File: src/status_select_pkg.sv
package status_select_pkg;

	// ---------------------------------------------------------------
	// widths
	// ---------------------------------------------------------------
	localparam int PARCEL_W = 16;
	localparam int SPINDLES = 5;
	localparam int SEL_W = 16;
	localparam int TAG_LIVE_W = 6;

	// ---------------------------------------------------------------
	// selector codes (accumulator value)
	// ---------------------------------------------------------------
	localparam logic [SEL_W-1:0] SEL_XFER_COUNT = 16'h0002;
	localparam logic [SEL_W-1:0] SEL_TAG = 16'h0003;
	localparam logic [SEL_W-1:0] SEL_BUSY = 16'h0004;
	localparam logic [SEL_W-1:0] SEL_DONE = 16'h0005;
	localparam logic [SEL_W-1:0] SEL_ACK_PEND = 16'h0006;

	// ---------------------------------------------------------------
	// field positions
	// ---------------------------------------------------------------
	localparam int TAG_BUS_A_BIT = 6;
	localparam int TAG_BUS_B_BIT = 7;

	localparam logic [PARCEL_W-1:0] PARCEL_ZERO = 16'h0000;

	// ---------------------------------------------------------------
	// live interface tag lines, bit order of the tag parcel
	// ---------------------------------------------------------------
	typedef struct packed {
		logic attention_in;
		logic sync_out;
		logic sync_in;
		logic master_out;
		logic slave_in;
		logic select_out;
	} tag_lines_t;

	// ---------------------------------------------------------------
	// status sources watched by the readback
	// ---------------------------------------------------------------
	typedef struct packed {
		logic [PARCEL_W-1:0] transfer_count;
		tag_lines_t tags;
		logic gate_bus_a;
		logic gate_bus_b;
		logic [SPINDLES-1:0] spindle_busy;
		logic [SPINDLES-1:0] spindle_done;
		logic [SPINDLES-1:0] dma_ack_pending;
	} status_src_t;

endpackage

File: src/spindle_parcel.sv
`timescale 1ns/1ps
// zero-extends a per-spindle flag vector into a full parcel
module spindle_parcel
	import status_select_pkg::*;
(
	input wire logic [SPINDLES-1:0] flags,
	output logic [PARCEL_W-1:0] parcel
);

	always_comb begin
		parcel = PARCEL_ZERO;
		parcel[SPINDLES-1:0] = flags;
	end

endmodule

File: src/status_select_readback.sv
`timescale 1ns/1ps
module status_select_readback
	import status_select_pkg::*;
(
	input wire logic ref_clk,
	input wire logic rst,
	input wire logic status_read_function,
	input wire logic [status_select_pkg::SEL_W-1:0] select_value,
	input wire status_select_pkg::status_src_t src,
	output logic [status_select_pkg::PARCEL_W-1:0] status_parcel,
	output logic status_valid,
	output logic select_known
);
	import status_select_pkg::*;

	// ---------------------------------------------------------------
	// selector kinds
	// ---------------------------------------------------------------
	// one kind per known selector, plus a catch-all for the rest
	typedef enum {
		KIND_NONE,
		KIND_XFER_COUNT,
		KIND_TAG,
		KIND_BUSY,
		KIND_DONE,
		KIND_ACK_PEND
	} sel_kind_t;

	// ---------------------------------------------------------------
	// signals
	// ---------------------------------------------------------------
	logic [PARCEL_W-1:0] count_parcel;
	logic [PARCEL_W-1:0] tag_parcel;
	logic [PARCEL_W-1:0] busy_parcel;
	logic [PARCEL_W-1:0] done_parcel;
	logic [PARCEL_W-1:0] pend_parcel;
	sel_kind_t kind_nxt;
	logic [PARCEL_W-1:0] parcel_nxt;
	logic known_nxt;
	logic valid_nxt;
	logic [PARCEL_W-1:0] parcel_r;
	logic known_r;
	logic valid_r;

	// ---------------------------------------------------------------
	// selector decode functions
	// ---------------------------------------------------------------
	// whole accumulator compared; stray upper bits give no parcel
	function automatic sel_kind_t decode_sel(input logic [SEL_W-1:0] sel);
		sel_kind_t kind;
		kind = KIND_NONE;
		unique case (sel)
			SEL_XFER_COUNT: begin
				kind = KIND_XFER_COUNT;
			end
			SEL_TAG: begin
				kind = KIND_TAG;
			end
			SEL_BUSY: begin
				kind = KIND_BUSY;
			end
			SEL_DONE: begin
				kind = KIND_DONE;
			end
			SEL_ACK_PEND: begin
				kind = KIND_ACK_PEND;
			end
			default: begin
				kind = KIND_NONE;
			end
		endcase
		return kind;
	endfunction

	// anything outside the five selectors reads as unknown
	function automatic logic kind_known(input sel_kind_t kind);
		return kind != KIND_NONE;
	endfunction

	// ---------------------------------------------------------------
	// parcel forming functions
	// ---------------------------------------------------------------
	// tag lines low, bus gates above, upper byte forced to zero
	function automatic logic [PARCEL_W-1:0] form_tag(input status_src_t s);
		logic [PARCEL_W-1:0] w;
		w = PARCEL_ZERO;
		w[TAG_LIVE_W-1:0] = s.tags;
		w[TAG_BUS_A_BIT] = s.gate_bus_a;
		w[TAG_BUS_B_BIT] = s.gate_bus_b;
		return w;
	endfunction

	// unknown selectors fall back to an all-zero parcel
	function automatic logic [PARCEL_W-1:0] pick_parcel(
		input sel_kind_t kind,
		input logic [PARCEL_W-1:0] count_w,
		input logic [PARCEL_W-1:0] tag_w,
		input logic [PARCEL_W-1:0] busy_w,
		input logic [PARCEL_W-1:0] done_w,
		input logic [PARCEL_W-1:0] pend_w
	);
		logic [PARCEL_W-1:0] w;
		w = PARCEL_ZERO;
		unique case (kind)
			KIND_NONE: begin
				w = PARCEL_ZERO;
			end
			KIND_XFER_COUNT: begin
				w = count_w;
			end
			KIND_TAG: begin
				w = tag_w;
			end
			KIND_BUSY: begin
				w = busy_w;
			end
			KIND_DONE: begin
				w = done_w;
			end
			KIND_ACK_PEND: begin
				w = pend_w;
			end
		endcase
		return w;
	endfunction

	// ---------------------------------------------------------------
	// parcel forming
	// ---------------------------------------------------------------
	always_comb begin
		count_parcel = src.transfer_count;
	end

	always_comb begin
		tag_parcel = form_tag(src);
	end

	// spindle flags widened with zero fill
	spindle_parcel u_busy (
		.flags(src.spindle_busy),
		.parcel(busy_parcel)
	);

	spindle_parcel u_done (
		.flags(src.spindle_done),
		.parcel(done_parcel)
	);

	spindle_parcel u_pend (
		.flags(src.dma_ack_pending),
		.parcel(pend_parcel)
	);

	// ---------------------------------------------------------------
	// selector decode
	// ---------------------------------------------------------------
	always_comb begin
		kind_nxt = decode_sel(select_value);
		known_nxt = kind_known(kind_nxt);
	end

	always_comb begin
		parcel_nxt = pick_parcel(kind_nxt, count_parcel, tag_parcel, busy_parcel,
			done_parcel, pend_parcel);
	end

	// answer strobe follows every read, known selector or not
	always_comb begin
		valid_nxt = status_read_function;
	end

	// ---------------------------------------------------------------
	// answer registers
	// ---------------------------------------------------------------
	// sources are inputs only, so a read cannot disturb them
	always_ff @(posedge ref_clk or posedge rst) begin
		if (rst) begin
			parcel_r <= PARCEL_ZERO;
		end else if (status_read_function) begin
			parcel_r <= parcel_nxt;
		end
	end

	// held until the next read, like the parcel
	always_ff @(posedge ref_clk or posedge rst) begin
		if (rst) begin
			known_r <= 1'b0;
		end else if (status_read_function) begin
			known_r <= known_nxt;
		end
	end

	always_ff @(posedge ref_clk or posedge rst) begin
		if (rst) begin
			valid_r <= 1'b0;
		end else begin
			valid_r <= valid_nxt;
		end
	end

	// ---------------------------------------------------------------
	// outputs
	// ---------------------------------------------------------------
	// each output is a flop with no logic behind it
	assign status_parcel = parcel_r;
	assign status_valid = valid_r;
	assign select_known = known_r;

endmodule

File: config.mk
export PLATFORM = sky130hd
export DESIGN_NAME = status_select_readback
export DESIGN_NICKNAME = d
export VERILOG_FILES = /design/src/status_select_pkg.sv /design/src/spindle_parcel.sv /design/src/status_select_readback.sv
export SDC_FILE = /design/constraint.sdc
export NUM_CORES = 1
export LEC_CHECK = 0
export BUFFER_PORTS_ARGS = -buffer_cell sky130_fd_sc_hd__buf_2
export CORE_MARGIN = 3
export CORE_UTILIZATION = 35
export CTS_CLUSTER_SIZE = 30
export DETAILED_ROUTE_END_ITERATION = 8
export GPL_TIMING_DRIVEN = 0
export PLACE_DENSITY_LB_ADDON = 0.12
export REMOVE_ABC_BUFFERS = 1
export SLEW_MARGIN = 10
export SYNTH_ARGS = -nofsm -noshare
export SYNTH_HDL_FRONTEND = slang
export SYNTH_SLANG_ARGS = --single-unit
File: constraint.sdc
create_clock -name ref_clk -period 0.82 [get_ports ref_clk]
set_clock_uncertainty 0.1 [all_clocks]
set_input_delay 0.123 -clock ref_clk [delete_from_list [all_inputs] [get_ports ref_clk]]
set_output_delay 0.123 -clock ref_clk [all_outputs]
set_load 0.01 [all_outputs]
==> flow_metrics.py <==
metrics = {
    "sta": {
        "setup_violations": 35,
        "min_period_ns": 1.273,
        "post-route-period-util_pct": 155.2,
        "fin_ws_ns": -0.4525,
        "maxSlewViolCount": 0,
        "slew_headroom_pct": 53.34,
        "fmax_mhz": 785.8,
        "hold_viol_final": 30,
        "rsz0062_at_grt": "yes",
        "whs_ns": -0.1701,
        "tightest_slew_ns": 0.6991,
    },
    "synthesis": {
        "async_reset_ff_share_pct": 100.0,
        "synth_top_cell_by_area": "dfrtp_1",
        "yosys_warnings": 0,
        "dominantRegCellSynth": "dfrtp_1",
        "ys_ff_latch": 18,
        "ys_top_cells_by_count": "dfrtp_1, mux2i_1, a22o_1, o21ai_0",
        "synth-edff-count": 0,
        "synth_area_sq_um": 978.4,
        "yosysSeqAreaShare_pct": 46.04,
        "synth_top_area_share_pct": 46.04,
        "syn_inst": 89,
        "synthDistinctLibCells": 22,
        "synthTopCellsByArea": "dfrtp_1, mux2i_1, a22o_1, a2bb2oi_1, o22a_1",
        "syn_avg_cell_area_sq_um": 10.99,
        "synth_most_common_cell": "dfrtp_1",
    },
    "die": {
        "design.portCount": 76,
        "die_w_um": 58.87,
        "coreArea_sq_um": 2567,
        "die_area_sq_um": 3466,
        "rows": 18,
        "die_y_um": 58.87,
        "initial_utilization_pct": 38.11,
    },
    "drt": {
        "final_antenna_net_count": 0,
        "via_per_inst": 5.232,
        "routed_wl_um": 3071,
        "wl_per_cell_um": 14.84,
        "drc": 0,
        "dr.pass1.iters": 4,
        "drtIter0Drc": 36,
        "dr_total_vias": 1083,
    },
    "critical_path": {
        "crit_chain": "buf_6, nor4_4, nand4_1, or3_4, o32ai_2",
        "startpoint_type": "primary input",
        "slowest_stage": "or3_4",
        "crit_type": "primary input to register",
        "critPathMaxFanout": 5,
        "worstPathRequired_ns": 0.92,
        "worstSetupEndpointType": "register",
        "slowest_delay_ns": 0.45,
        "cp.arrival_ns": 1.37,
    },
    "place": {
        "gp_congestion": 0.7105,
        "placedCellCount": 189,
        "port_buffers": 75,
        "hpwlAfterDp_um": 2129,
        "post-place-ws_ns": -0.9871,
    },
    "global_routing": {
        "track_usage_pct": 17.36,
        "antenna_found_initial": 0,
        "grt_max_degree": 19,
        "grt_pass1_wl_um": 4671,
        "overflow": 0,
        "first_global_vias": 1026,
    },
    "layout": {
        "areaGrowthSynthToFinish_pct": 66.24,
        "nets": 237,
        "num_antenna_cells": 0,
        "stdcell_count": 207,
        "drive_gt1_share_pct": 59.32,
    },
    "cts": {
        "cts_tree": "yes",
        "clk_pin_slew_ns": 0.09,
        "cts_sinks": 18,
        "cts-root-buf": "clkbuf_4",
        "cts_made_buffers": 3,
        "postCtsHoldBufs": 1,
        "clk_latency_ns": 0.28,
        "htreeDepth": 1,
        "clk_path_buf_depth": 2,
    },
    "power": {
        "p_leak_nw": 0.8535,
        "powerDensity_nw_per_um2": 1017,
        "ir_drop_uv": 1114,
    },
    "status": {
        "violations": "negative hold slack, negative setup slack",
        "status": "finished with violations",
    },
    "worst_hold_path": {
        "hold_path_class": "primary input to async pin",
    },
    "job": {
        "maxCapViolCount": 0,
    },
}
==> power breakdown <==
group          internal, W  switching (W)  leakage [nW]
sequential        0.000889    0.000000396         0.249
clock             0.000171       0.000248        0.0138
combinational     0.000182       0.000163         0.590
total              0.00124       0.000412         0.854
==> sequential cells by signal (all words and copies together) (netlist names) <==
name           count
status_parcel     16
select_known       1
status_valid       1
==> kinds of logic after synthesis <==
kind of cell,after synthesis,share of synthesized area (%)
mux,13,13.30
simple gates,19,13.04
compound gates,28,22.38
buf+inv,11,5.243
flops,18,46.04
==> layout make-up <==
cell class,count,area (sq um)
fill,218,940.9
multi-input combinational,61,556.8
timing repair buffer,89,536.8
sequential,18,450.4
tap,30,37.54
clock buffer,3,22.52
inverter,6,22.52
==> final timing paths <==
kind                                       from  cells after the start          endpoint  slack (ns)
min                                         rst                      2      status_valid       -0.17
max reg2reg                    status_parcel[0]                      3  status_parcel[0]       -0.14
max in group asynchronous                   rst                      2  status_parcel[6]        0.35
max                             select_value[4]                      5  status_parcel[5]       -0.45
min in group ref_clk       status_read_function                      2      select_known       -0.08
min reg2reg                    status_parcel[9]                      1  status_parcel[9]        0.41
==> per-stage QoR <==
| step | TNS [ns] | utilization [%] | total power [W] | instance area, sq um | hold slack (ns) |
|---|---|---|---|---|---|
| floorplan | -8.402 | - | 0.001014 | 949.7 | -0.03843 |
| global placement | -14.48 | 53.07 | 0.001197 | 1363 | 0.1584 |
| detailed placement | -15.33 | 53.07 | 0.001205 | 1363 | 0.1680 |
| CTS | -8.954 | 59.80 | 0.001661 | 1535 | -0.1505 |
| global route | -10.73 | 63.35 | 0.001736 | 1627 | -0.1200 |
| finish | -9.501 | 63.35 | 0.001654 | 1627 | -0.1701 |
==> metal layers <==
layer  share of wire [%]  vias to the layer above  track usage, %
met4                0.49                        0           1.942
met1                  38                      510           22.83
li1                    -                      522               -
met3                 8.7                        2           4.605
met5                   0                        -               0
met2                  52                       49           29.50
==> repair_timing <==
action,CTS,global route
setup endpoints to repair,35,35
endpoints found under the hold margin,27,30
gates resized for setup,19,11
setup buffers,7,6
gates cloned,1,0
pin swaps,16,9
==> worst max-delay path: cells and delay by family <==
family,cells,cell delay [ns]
simple gates,3,0.91
compound gates,1,0.24
buf+inv,1,0.10
==> cell usage in the layout, fill, tap and decap left out <==
cell and count:
buf_2 67, dfrtp_1 18, mux2i_1 13, buf_4 13
a22o_1 8, buf_6 7, inv_1 6, nand3_1 6
o22a_1 5, a2bb2oi_1 5, o21ai_0 3, o21ai_2 3
o32ai_2 3, clkbuf_4 3, nor2_1 2, nor4_4 2
nand4_1 2, or3_4 2, nand2_1 1, nor3b_4 1
nor3_2 1, nor2_4 1, nor2b_2 1, nand2b_1 1
o21ai_1 1, dlygate4sd3_1 1, buf_8 1
(Power assumes the default switching activity.)
